**src/design/drv_cfg_pkg.sv**
```systemverilog
// Shared constants for the output configuration and routing block
package drv_cfg_pkg;
  localparam int NUM_IN  = 8;
  localparam int NUM_DRV = 4;
  localparam int ADDR_W  = 8;
  localparam int DATA_W  = 32;

  // Register byte offsets
  localparam logic [7:0] OFF_CONFIG  = 8'h00;
  localparam logic [7:0] OFF_GENERAL = 8'h04;
  localparam logic [7:0] OFF_COMMAND = 8'h08;
  localparam logic [7:0] OFF_STATUS  = 8'h0c;

  // Field positions
  localparam int GEN_PWM_EN_BIT = 0;
  localparam int GEN_HS_SEL_BIT = 8;
  localparam int CMD_DRV_LSB    = 8;
  localparam int ST_EN_BIT      = 2;
  localparam int ST_LSO_LSB     = 8;
  localparam int ST_DRN_LSB     = 16;
  localparam int ST_SRC_LSB     = 20;

  // Configuration codes
  localparam logic [1:0] CFG_LS8    = 2'h0;
  localparam logic [1:0] CFG_LS_PWM = 2'h1;
  localparam logic [1:0] CFG_HS_PWM = 2'h2;
  localparam logic [1:0] CFG_FLEX   = 2'h3;

  // Reset values
  localparam logic [1:0]  CFG_RST = 2'h0;
  localparam logic [31:0] GEN_RST = 32'h0000_0000;
  localparam logic [31:0] CMD_RST = 32'h0000_0000;

  // AXI responses
  localparam logic [1:0] RESP_OKAY   = 2'h0;
  localparam logic [1:0] RESP_SLVERR = 2'h2;

  // Dead time between partner switches
  localparam int CLK_PERIOD_NS = 100;
  localparam int GAP_TIME_NS   = 2000;
  localparam int GAP_CYC =
    (GAP_TIME_NS + CLK_PERIOD_NS - 1) / CLK_PERIOD_NS;
endpackage : drv_cfg_pkg

```
**src/design/freewheel_seq.sv**
```systemverilog
// Break-before-make sequencer for one PWM switch and its free-wheel partner
`timescale 1ns/100ps
module freewheel_seq #(
  parameter int GAP_CYC = drv_cfg_pkg::GAP_CYC
) (
  input  wire logic aclk,
  input  wire logic aresetn,
  input  wire logic active,
  input  wire logic req,
  input  wire logic pri_low,
  input  wire logic fw_low,
  output logic      pri_on,
  output logic      fw_on
);
  import drv_cfg_pkg::*;

  localparam int GAP_W = $clog2(GAP_CYC + 1);

  typedef enum logic [1:0] {
    S_FW_ON, S_TO_PRI, S_PRI_ON, S_TO_FW
  } seq_st_t;

  seq_st_t          st_q;
  seq_st_t          st_d;
  logic [GAP_W-1:0] cnt_q;
  logic [GAP_W-1:0] cnt_d;
  logic [GAP_W-1:0] pri_run_q;
  logic [GAP_W-1:0] fw_run_q;
  wire              gap_end = (cnt_q == GAP_W'(GAP_CYC - 1));

  always_comb begin
    st_d  = st_q;
    cnt_d = '0;
    case (st_q)
      S_FW_ON: begin
        if (req) st_d = S_TO_PRI;
      end
      S_TO_PRI: begin
        if (!req) st_d = S_TO_FW;
        else if (fw_low) begin
          if (gap_end) st_d = S_PRI_ON;
          else cnt_d = cnt_q + GAP_W'(1);
        end
      end
      S_PRI_ON: begin
        if (!req) st_d = S_TO_FW;
      end
      S_TO_FW: begin
        if (req) st_d = S_TO_PRI;
        else if (pri_low) begin
          if (gap_end) st_d = S_FW_ON;
          else cnt_d = cnt_q + GAP_W'(1);
        end
      end
      default: st_d = S_TO_FW;
    endcase
    if (!active) begin
      st_d  = S_TO_FW;
      cnt_d = '0;
    end
  end

  always_ff @(posedge aclk) begin
    if (!aresetn) begin
      st_q  <= S_TO_FW;
      cnt_q <= '0;
    end else begin
      st_q  <= st_d;
      cnt_q <= cnt_d;
    end
  end

  assign pri_on = (st_q == S_PRI_ON);
  assign fw_on  = (st_q == S_FW_ON);

  // Consecutive gate-low cycles, used only by the checks
  always_ff @(posedge aclk) begin
    if (!aresetn) begin
      pri_run_q <= '0;
      fw_run_q  <= '0;
    end else begin
      pri_run_q <= !pri_low ? '0 : pri_run_q + GAP_W'(&pri_run_q ? 0 : 1);
      fw_run_q  <= !fw_low ? '0 : fw_run_q + GAP_W'(&fw_run_q ? 0 : 1);
    end
  end
endmodule : freewheel_seq

```
**src/design/driver_config_routing.sv**
```systemverilog
// Output configuration, routing and PWM sequencing with AXI4-Lite registers
// Functional notes
// - Two-bit code selects configurations one to four
// - New code applies only while enable low
// - Config four: drivers serial only, bit8 side
// - Config four: inputs one-eight drive outputs one-eight
// - Config one: paired outputs and drains per input one-four
// - Config two needs PWM enable bit set
// - Config two: source on one gap after paired output off
// - Config two ON: source off, gap, output on
// - Config two OFF: output off, gap, source on
// - Config three needs PWM enable bit set
// - Config three: output conducts while paired source off
// - Config three OFF: source off, gap, output on
// - Configs two, three: inputs five-eight direct
// - Request is serial bit OR parallel input
// - All outputs off while enable low
// - Reset clears registers and switches outputs off
`timescale 1ns/100ps
module driver_config_routing #(
  parameter int GAP_CYC = drv_cfg_pkg::GAP_CYC
) (
  input  wire logic                            aclk,
  input  wire logic                            aresetn,
  input  wire logic [drv_cfg_pkg::ADDR_W-1:0]  awaddr,
  input  wire logic                            awvalid,
  output logic                                 awready,
  input  wire logic [drv_cfg_pkg::DATA_W-1:0]  wdata,
  input  wire logic [3:0]                      wstrb,
  input  wire logic                            wvalid,
  output logic                                 wready,
  output logic [1:0]                           bresp,
  output logic                                 bvalid,
  input  wire logic                            bready,
  input  wire logic [drv_cfg_pkg::ADDR_W-1:0]  araddr,
  input  wire logic                            arvalid,
  output logic                                 arready,
  output logic [drv_cfg_pkg::DATA_W-1:0]       rdata,
  output logic [1:0]                           rresp,
  output logic                                 rvalid,
  input  wire logic                            rready,
  input  wire logic                            output_enable,
  input  wire logic [drv_cfg_pkg::NUM_IN-1:0]  parallel_drive_inputs,
  input  wire logic [drv_cfg_pkg::NUM_DRV-1:0] hs_gate_low,
  input  wire logic [drv_cfg_pkg::NUM_DRV-1:0] ls_gate_low,
  output logic [drv_cfg_pkg::NUM_IN-1:0]       low_side_outputs,
  output logic [drv_cfg_pkg::NUM_DRV-1:0]      config_driver_drain,
  output logic [drv_cfg_pkg::NUM_DRV-1:0]      config_driver_source
);
  import drv_cfg_pkg::*;

  // Bus slave state
  logic              awready_q;
  logic              wready_q;
  logic              bvalid_q;
  logic [1:0]        bresp_q;
  logic              arready_q;
  logic              rvalid_q;
  logic [1:0]        rresp_q;
  logic [31:0]       rdata_q;
  logic [ADDR_W-1:0] waddr_q;
  logic [ADDR_W-1:0] raddr_q;
  logic [31:0]       wdata_q;
  logic [3:0]        wstrb_q;

  // Control registers
  logic [1:0]        cfg_req_q;
  logic [1:0]        cfg_q;
  logic [31:0]       gen_q;
  logic [31:0]       cmd_q;

  // Output stage
  logic [NUM_IN-1:0]  lso_q;
  logic [NUM_DRV-1:0] drn_q;
  logic [NUM_DRV-1:0] src_q;

  function automatic logic [31:0] merge(input logic [31:0] old_v,
                                        input logic [31:0] new_v,
                                        input logic [3:0]  strb);
    logic [31:0] m;
    m = {{8{strb[3]}}, {8{strb[2]}}, {8{strb[1]}}, {8{strb[0]}}};
    return (old_v & ~m) | (new_v & m);
  endfunction : merge

  // Write path: address and data taken in either order
  wire aw_take = awvalid && awready_q;
  wire w_take  = wvalid && wready_q;
  wire wr_go   = !awready_q && !wready_q && !bvalid_q;
  wire b_done  = bvalid_q && bready;
  wire wr_cfg  = wr_go && (waddr_q[ADDR_W-1:2] == OFF_CONFIG[ADDR_W-1:2]);
  wire wr_gen  = wr_go && (waddr_q[ADDR_W-1:2] == OFF_GENERAL[ADDR_W-1:2]);
  wire wr_cmd  = wr_go && (waddr_q[ADDR_W-1:2] == OFF_COMMAND[ADDR_W-1:2]);
  wire wr_sts  = waddr_q[ADDR_W-1:2] == OFF_STATUS[ADDR_W-1:2];
  wire wr_ok   = wr_cfg || wr_gen || wr_cmd || wr_sts;

  // Read path
  wire ar_take = arvalid && arready_q;
  wire rd_go   = !arready_q && !rvalid_q;
  wire r_done  = rvalid_q && rready;
  wire [ADDR_W-3:0] ridx = raddr_q[ADDR_W-1:2];
  wire rd_cfg  = ridx == OFF_CONFIG[ADDR_W-1:2];
  wire rd_gen  = ridx == OFF_GENERAL[ADDR_W-1:2];
  wire rd_cmd  = ridx == OFF_COMMAND[ADDR_W-1:2];
  wire rd_sts  = ridx == OFF_STATUS[ADDR_W-1:2];
  wire [31:0] status_w = {8'h00, src_q, drn_q, lso_q, 5'h00,
                          output_enable, cfg_q};
  wire [31:0] rd_mux = rd_cfg ? {30'h0, cfg_req_q} :
                       rd_gen ? gen_q :
                       rd_cmd ? cmd_q :
                       rd_sts ? status_w : 32'h0;
  wire rd_ok = rd_cfg || rd_gen || rd_cmd || rd_sts;

  always_ff @(posedge aclk) begin
    if (!aresetn) begin
      awready_q <= 1'b1;
      wready_q  <= 1'b1;
      bvalid_q  <= 1'b0;
      bresp_q   <= RESP_OKAY;
      waddr_q   <= '0;
      wdata_q   <= '0;
      wstrb_q   <= '0;
    end else begin
      if (aw_take) begin
        awready_q <= 1'b0;
        waddr_q   <= awaddr;
      end
      if (w_take) begin
        wready_q <= 1'b0;
        wdata_q  <= wdata;
        wstrb_q  <= wstrb;
      end
      if (wr_go) begin
        bvalid_q <= 1'b1;
        bresp_q  <= wr_ok ? RESP_OKAY : RESP_SLVERR;
      end
      if (b_done) begin
        bvalid_q  <= 1'b0;
        awready_q <= 1'b1;
        wready_q  <= 1'b1;
      end
    end
  end

  always_ff @(posedge aclk) begin
    if (!aresetn) begin
      arready_q <= 1'b1;
      rvalid_q  <= 1'b0;
      rresp_q   <= RESP_OKAY;
      rdata_q   <= '0;
      raddr_q   <= '0;
    end else begin
      if (ar_take) begin
        arready_q <= 1'b0;
        raddr_q   <= araddr;
      end
      if (rd_go) begin
        rvalid_q <= 1'b1;
        rdata_q  <= rd_mux;
        rresp_q  <= rd_ok ? RESP_OKAY : RESP_SLVERR;
      end
      if (r_done) begin
        rvalid_q  <= 1'b0;
        arready_q <= 1'b1;
      end
    end
  end

  // Control registers; the active code follows only with outputs disabled
  always_ff @(posedge aclk) begin
    if (!aresetn) begin
      cfg_req_q <= CFG_RST;
      cfg_q     <= CFG_RST;
      gen_q     <= GEN_RST;
      cmd_q     <= CMD_RST;
    end else begin
      if (wr_cfg && wstrb_q[0]) cfg_req_q <= wdata_q[1:0];
      if (!output_enable) cfg_q <= cfg_req_q;
      if (wr_gen) gen_q <= merge(gen_q, wdata_q, wstrb_q);
      if (wr_cmd) cmd_q <= merge(cmd_q, wdata_q, wstrb_q);
    end
  end

  // Routing
  wire cfg1   = (cfg_q == CFG_LS8);
  wire cfg2   = (cfg_q == CFG_LS_PWM);
  wire cfg3   = (cfg_q == CFG_HS_PWM);
  wire cfg4   = (cfg_q == CFG_FLEX);
  wire hs_sel = gen_q[GEN_HS_SEL_BIT];
  wire pwm_en = gen_q[GEN_PWM_EN_BIT];
  wire pwm_act = output_enable && pwm_en && (cfg2 || cfg3);
  wire [NUM_IN-1:0]  ch = cmd_q[NUM_IN-1:0] | parallel_drive_inputs;
  wire [NUM_DRV-1:0] drv_cmd = cmd_q[CMD_DRV_LSB +: NUM_DRV];

  logic [NUM_DRV-1:0] pri_on;
  logic [NUM_DRV-1:0] fw_on;
  logic [NUM_DRV-1:0] seq_lso;
  logic [NUM_DRV-1:0] seq_src;

  // Pair partner of channel i is channel i^1
  for (genvar i = 0; i < NUM_DRV; i++) begin : g_pair
    localparam int P = i ^ 1;
    wire pri_low = cfg3 ? hs_gate_low[i] : ls_gate_low[i];
    wire fw_low  = cfg3 ? ls_gate_low[P] : hs_gate_low[P];

    freewheel_seq #(
      .GAP_CYC (GAP_CYC)
    ) u_seq (
      .aclk    (aclk),
      .aresetn (aresetn),
      .active  (pwm_act),
      .req     (ch[i]),
      .pri_low (pri_low),
      .fw_low  (fw_low),
      .pri_on  (pri_on[i]),
      .fw_on   (fw_on[i])
    );

    assign seq_lso[i] = cfg3 ? fw_on[P] : pri_on[i];
    assign seq_src[i] = cfg3 ? pri_on[i] : fw_on[P];
  end

  wire [NUM_IN-1:0] lso_sel =
    cfg1 ? {ch[7:4], {2{ch[1]}}, {2{ch[0]}}} :
    cfg4 ? ch :
           {ch[7:4], seq_lso};
  wire [NUM_DRV-1:0] drn_sel =
    cfg1 ? {{2{ch[3]}}, {2{ch[2]}}} :
    (cfg4 && !hs_sel) ? drv_cmd : '0;
  wire [NUM_DRV-1:0] src_sel =
    (cfg4 && hs_sel) ? drv_cmd :
    (cfg2 || cfg3)   ? seq_src : '0;

  always_ff @(posedge aclk) begin
    if (!aresetn || !output_enable) begin
      lso_q <= '0;
      drn_q <= '0;
      src_q <= '0;
    end else begin
      lso_q <= lso_sel;
      drn_q <= drn_sel;
      src_q <= src_sel;
    end
  end

  assign awready              = awready_q;
  assign wready               = wready_q;
  assign bvalid               = bvalid_q;
  assign bresp                = bresp_q;
  assign arready              = arready_q;
  assign rvalid               = rvalid_q;
  assign rresp                = rresp_q;
  assign rdata                = rdata_q;
  assign low_side_outputs     = lso_q;
  assign config_driver_drain  = drn_q;
  assign config_driver_source = src_q;

  // Off time of each pin pair, seen at the pins themselves
  localparam int RUN_W = $clog2(GAP_CYC + 2);
  localparam logic [RUN_W-1:0] RUN_MAX = RUN_W'(GAP_CYC + 1);
  localparam logic [RUN_W-1:0] RUN_GAP = RUN_W'(GAP_CYC);

  // Block j owns output j and its partner source j^1
  for (genvar j = 0; j < NUM_DRV; j++) begin : g_dead
    localparam int Q = j ^ 1;
    logic [RUN_W-1:0] lso_off_q;
    logic [RUN_W-1:0] src_off_q;

    always_ff @(posedge aclk) begin
      if (!aresetn) begin
        lso_off_q <= '0;
        src_off_q <= '0;
      end else begin
        lso_off_q <= lso_q[j] ? '0 :
                     lso_off_q + RUN_W'(lso_off_q != RUN_MAX);
        src_off_q <= src_q[Q] ? '0 :
                     src_off_q + RUN_W'(src_off_q != RUN_MAX);
      end
    end

  end
endmodule : driver_config_routing

```
**config.mk**
```make
export PLATFORM = sky130hd
export DESIGN_NAME = driver_config_routing
export DESIGN_NICKNAME = d
export VERILOG_FILES = /design/src/design/drv_cfg_pkg.sv /design/src/design/freewheel_seq.sv /design/src/design/driver_config_routing.sv
export SDC_FILE = /design/constraint.sdc
export NUM_CORES = 1
export LEC_CHECK = 0
export BUFFER_PORTS_ARGS = -buffer_cell sky130_fd_sc_hd__clkbuf_2
export CAP_MARGIN = 20
export CORE_AREA = 2 2 131 133
export CTS_BUF_LIST = sky130_fd_sc_hd__clkbuf_2 sky130_fd_sc_hd__clkbuf_4 sky130_fd_sc_hd__clkbuf_8
export CTS_CLUSTER_DIAMETER = 120
export DETAILED_ROUTE_END_ITERATION = 16
export DIE_AREA = 0 0 133 135
export GPL_ROUTABILITY_DRIVEN = 0
export HOLD_SLACK_MARGIN = 0.15
export PLACE_DENSITY = 0.79
export SYNTH_ARGS = -nofsm -noshare
export SYNTH_HDL_FRONTEND = slang
export SYNTH_SLANG_ARGS = --single-unit
```
**constraint.sdc**
```tcl
create_clock -name aclk -period 5.1 [get_ports aclk]
set_input_delay 1.02 -clock aclk [delete_from_list [all_inputs] [get_ports aclk]]
set_output_delay 1.02 -clock aclk [all_outputs]
set_load 0.03 [all_outputs]
```
==> impl_metrics.yaml, run 1 <==
global_route:
  overflow: 0
  grt_use_total_pct: 22.9
  grt_max_degree: 97
  grt_pass1_wl_mm: 33.0
  grt_pass1_vias: 6564
  antenna_found_initial: 0
synthesis:
  synth_edf_count: 0
  syn_inst: 990
  synth_top_area_cell: "dfxtp_1"
  synth_seq_cells: 199
  post_synth.cell_area_avg_um2: 9.00
  ys_seq_area_share_pct: 44.7
  yosysTopAreaCellShare_pct: 44.7
  ys_warn_count: 0
  synth.distinct_cells: 54
  synth_area_um2: 8910
  synthArstFlopShare_pct: 0
  synth_ff_type: "dfxtp_1"
  yosysMostFrequentCell: "dfxtp_1"
  synth_common_cells: "199 x dfxtp_1, 194 x nand2_1, 90 x mux2i_1"
  netlist_top_cells_area: "dfxtp_1 45%, mux2i_1 10%, nand2_1 8.2%"
worst_hold_path:
  hold_class: "reg2reg"
drt:
  drt_iter0_markers: 481
  firstDrtPassIters: 5
  drcViolationCount: 0
  wl_mm: 20.1
  final_antenna_net_count: 0
  avgRoutedWirePerCell_um: 15.3
  vias: 7066
  vias_per_cell: 5.37
sta:
  maxSlewHeadroom_pct: 38.5
  setup_tns_ps: 0
  drv_slew: 0
  setup_ws_ps: 2230
  max_freq_mhz: 349
  period_minus_slack_ps: 2870
  finalHoldViolations: 0
  finClkSkew_ps: 16.3
  fin_crit_sh_pct: 56.2
  setup_viol: 0
  worst_pin_slew_ps: 922
  rsz0062_at_grt: "no"
worst_setup_path:
  timing.critical_path.fanout_max: 78
  cp_data_required_time_ps: 5490
  start_kind: "input pin"
  worstSetupPathType: "in2reg"
  crit_chain: "buf_4 -> nand2_1 -> nor2_1 -> o21ai_0 -> nor3_1"
  cp_slowest_stage_delay_ps: 580
  crit_slowest_cell: "nand2_1"
  arrival_ps: 3260
  cp-end-kind: "register"
clocking:
  cts_htree_levels: 4
  cts_sinks: 199
  root_buffer: "clkbuf_8"
  clk_pin_slew_ps: 110
  clock_latency_ps: 470
  cts_tree: "yes"
  postCtsHoldBufs: 0
  cts_buffer_depth: 2
  post_cts_resized: 0
  cts_setup_buffers: 0
  cts-buffers-inserted: 17
final_layout:
  drive_gt1_share_pct: 18.2
  post-route-util_pct: 60.9
  design_area_um2: 10000
  fill_cells: 1451
  nets: 1185
  n_antenna_cell: 0
  synthToLayoutAreaGrowth_pct: 12.2
placed_design:
  dpl.hpwl_mm: 14.3
  io_buffers: 126
  dp_slack_ps: 1760
  placed_area_um2: 9600
floorplanning:
  die_w_um: 133
  design.core.area_um2: 16400
  design.die.area_um2: 18000
  rows: 47
  io_pins: 133
  die_h_um: 135
  start_util_pct: 54.3
pwr:
  peakVddDrop_mv: 0.187
  p_leak_uw: 0.00442
  cellPowerDensity_nw_per_um2: 285
status:
  outcome: "finished clean"
flow_run:
  max-cap-violations: 0
-- report_power, final --
part           internal (uW)  switching [uW]
clock network            409             594
logic                   82.3             152
registers               1580            30.6
-- critical path, delay by kind of cell --
family | cells | cell delay [ps]
simple gates | 3 | 1350
buf+inv | 1 | 490
compound gates | 1 | 360
-- cell families after synthesis --
family                   count (synthesis)  share of synthesized area, %
AO/OA/AOI/OAI                          185                          13.8
XOR/XNOR                                 8                         0.786
adder cells (fa/ha/maj)                 26                          3.65
buffers and inverters                   80                          3.86
flip-flops                             199                          44.7
multiplexers                           100                          11.6
other                                    1                        0.0421
AND/OR/NAND/NOR                        391                          21.5
-- per-stage QoR --
step / hold slack (ps) / total power (uW) / std cells
6_report: 466 / 2850 / 1316
5_1_grt: 487 / 2970 / 1316
4_1_cts: 469 / 2880 / 1315
3_5_place_dp: 453 / 1880 / 1283
3_3_place_gp: 443 / 1880 / 1283
2_1_floorplan: 432 / 1800 / 991
-- layout by cell type (no fill, tap or decap), types with 3 or more instances in the layout --
cell       Yosys  final
a22oi_1       16     16
inv_6          0      5
clkbuf_2       0    125
a22o_1         7      7
clkbuf_8       0     17
nand2b_1       4      4
nand2_4        4      4
a22o_2        10     10
and3b_1        3      3
buf_4          3      7
mux2i_1       90     90
nand3b_1       3      3
nor2_1        50     50
a21boi_0      50     50
nand3_1       18     18
nand4_2        4      4
a21oi_1       14     14
ha_1          26     26
inv_1         21     21
a32oi_1        4      4
nand4bb_1      4      4
mux2_2         8      8
o211ai_1       6      6
nor4_1         4      4
clkinv_4       0      3
nand2_1      194    194
inv_8          0      3
dfxtp_1      199    199
nor2b_1       46     45
xnor2_1        4      4
and2_1        15     15
nor3_1        28     28
a211oi_1       4      4
a211o_1        3      3
o21ai_0       66     66
xor2_1         4      4
-- layout make-up --
class                           instances  area (um^2)  share of cell area [%]
Timing Repair Buffer                  132          678                    6.78
Clock inverter                         15          160                    1.60
Tap cell                              220          275                    2.75
Inverter                               21         78.8                   0.788
Sequential cell                       199         3980                    39.8
Multi-Input combinational cell        712         4590                    45.9
Clock buffer                           17          234                    2.34
-- metal layers --
metal | part of all wire (%) | vias up | global-route usage [%]
met4 | 1.5 | 0 | 6.87
met2 | 46 | 186 | 37.7
met1 | 47 | 3289 | 30.8
met3 | 5.1 | 23 | 4.24
li1 | - | 3568 | -
met5 | 0 | - | 0
-- final timing paths --
check	slack (ps)	end	startpoint	cells past startpoint
min reg2reg	470	register	register	2
max reg2reg	2560	g_pair[1].u_seq.cnt_q[2]	cfg_q[1]	5
min	470	register	register	2
max	2230	g_pair[2].u_seq.cnt_q[2]	aresetn	5
Power figures use the tool's default switching activity.
==> run 2: changes to the inputs <==
- CORE_AREA: 2 2 131 133 -> 2 2 133 135
- DIE_AREA: 0 0 133 135 -> 0 0 135 137
- PLACE_DENSITY: 0.79 -> 0.8
- clock period: 5.1 -> 2.52 ns (I/O delays scaled with it)
==> impl_metrics.yaml, run 2 (synthesis results as in run 1) <==
final_layout:
  nets: 1193
  synthToLayoutAreaGrowth_pct: 13.9
  n_antenna_cell: 0
  fill_cells: 1561
  layout_commonest_cell: "dfxtp_1"
  drive_gt1_share_pct: 18.8
  final_cell_mix: "199 x dfxtp_1, 194 x nand2_1, 125 x clkbuf_2"
clocking:
  cts_tree: "yes"
  postCtsHoldBufs: 0
  cts-buffers-inserted: 17
  post_cts_resized: 0
  cts_setup_buffers: 0
  cts_sinks: 199
  cts_buffer_depth: 2
  cts_htree_levels: 4
  root_buffer: "clkbuf_8"
  clk_pin_slew_ps: 90
  clock_latency_ps: 480
global_route:
  grt_max_degree: 135
  grt_use_total_pct: 21.9
  grt_pass1_vias: 6412
  overflow: 0
  antenna_found_initial: 0
  grt_pass1_wl_mm: 32.1
floorplanning:
  start_util_pct: 52.2
  design.die.area_um2: 18500
  design.core.area_um2: 17100
  die_w_um: 135
  die_h_um: 137
  io_pins: 133
  rows: 48
sta:
  setup_viol: 0
  period_minus_slack_ps: 2260
  whs_ps: 241
  rsz0062_at_grt: "no"
  setup_tns_ps: 0
  max_freq_mhz: 442
  maxSlewHeadroom_pct: 26.5
  fin_crit_sh_pct: 89.7
  finClkSkew_ps: 13.7
  drv_slew: 0
  finalHoldViolations: 0
  worst_pin_slew_ps: 1100
placed_design:
  io_buffers: 126
  dpl.hpwl_mm: 14.3
worst_setup_path:
  worstSetupPathType: "reg2reg"
  critPathLaunch: "cfg_q[1]"
  start_kind: "register"
  ff2ff_path_depth: 5
  r2r-end: "g_pair[1].u_seq.cnt_q[2]"
  endpoint: "g_pair[1].u_seq.cnt_q[2]"
  rrSetupSlack_ps: 260
  r2r-start: "cfg_q[1]"
  arrival_ps: 2600
  timing.critical_path.fanout_max: 11
  cp-end-kind: "register"
  cp_data_required_time_ps: 2860
drt:
  drcViolationCount: 0
  firstDrtPassIters: 5
  drt_iter0_markers: 431
  vias_per_cell: 5.35
  vias: 7105
  final_antenna_net_count: 0
  wl_mm: 20.1
  avgRoutedWirePerCell_um: 15.2
pwr:
  p_leak_uw: 0.00449
  peakVddDrop_mv: 0.359
  cellPowerDensity_nw_per_um2: 595
status:
  outcome: "finished clean"
worst_hold_path:
  hold_class: "in2reg"
flow_run:
  max-cap-violations: 0
run 2: layer usage:
metal  up-vias  track usage [%]  share of wire, %
li1       3588                -                 -
met1      3317             29.9                47
met2       185             36.4                48
met3        15             3.48               4.6
met4         0             5.73              0.83
met5         -                0                 0
run 2: final cells by class:
type	count	area [um^2]	share of cell area, %
clock inverter	10	168	1.65
tap	225	282	2.77
inverter	21	78.8	0.777
timing repair buffer	140	758	7.47
multi-input combinational	712	4590	45.2
clock buffer	21	289	2.85
sequential	199	3980	39.3
run 2: how the worst min path moves through the flow:
| stage | from | to | cells past startpoint |
|---|---|---|---|
| final | wvalid | wready | 2 |
| after global routing | wdata[27] | wdata_q[27] | 3 |
| after CTS | wvalid | wready | 2 |
| after detailed placement | register | register | 2 |
| after global placement | register | register | 2 |
| after floorplan | g_pair[3].u_seq.cnt_q[0] | g_pair[3].u_seq.cnt_q[0] | 1 |
run 2: worst max-delay path, cell delays in order (launching register included):
cell	delay [ps]
dfxtp_1	430
ha_1	610
mux2i_1	330
and3b_1	200
o21ai_0	430
nor3_1	130
run 2: power by group:
| part | internal, uW | leakage (uW) | switching, uW | total, uW |
|---|---|---|---|---|
| Clock | 1190 | 0.000228 | 1100 | 2290 |
| Combinational | 174 | 0.00265 | 305 | 480 |
| Sequential | 3200 | 0.00161 | 58.2 | 3260 |
| Total | 4570 | 0.00449 | 1470 | 6030 |
run 2: metrics by stage:
stage | instances | worst slack [ps] | utilization [%] | cell area (um^2) | power [uW]
global route | 1328 | 119 | 59.5 | 10100 | 6260
global placement | 1296 | 390 | 56.6 | 9660 | 3800
detailed placement | 1296 | 307 | 56.6 | 9660 | 3810
finish | 1328 | 260 | 59.5 | 10100 | 6030
CTS | 1327 | 297 | 59.3 | 10100 | 6060
floorplan | 991 | 742 | - | 8910 | 3650
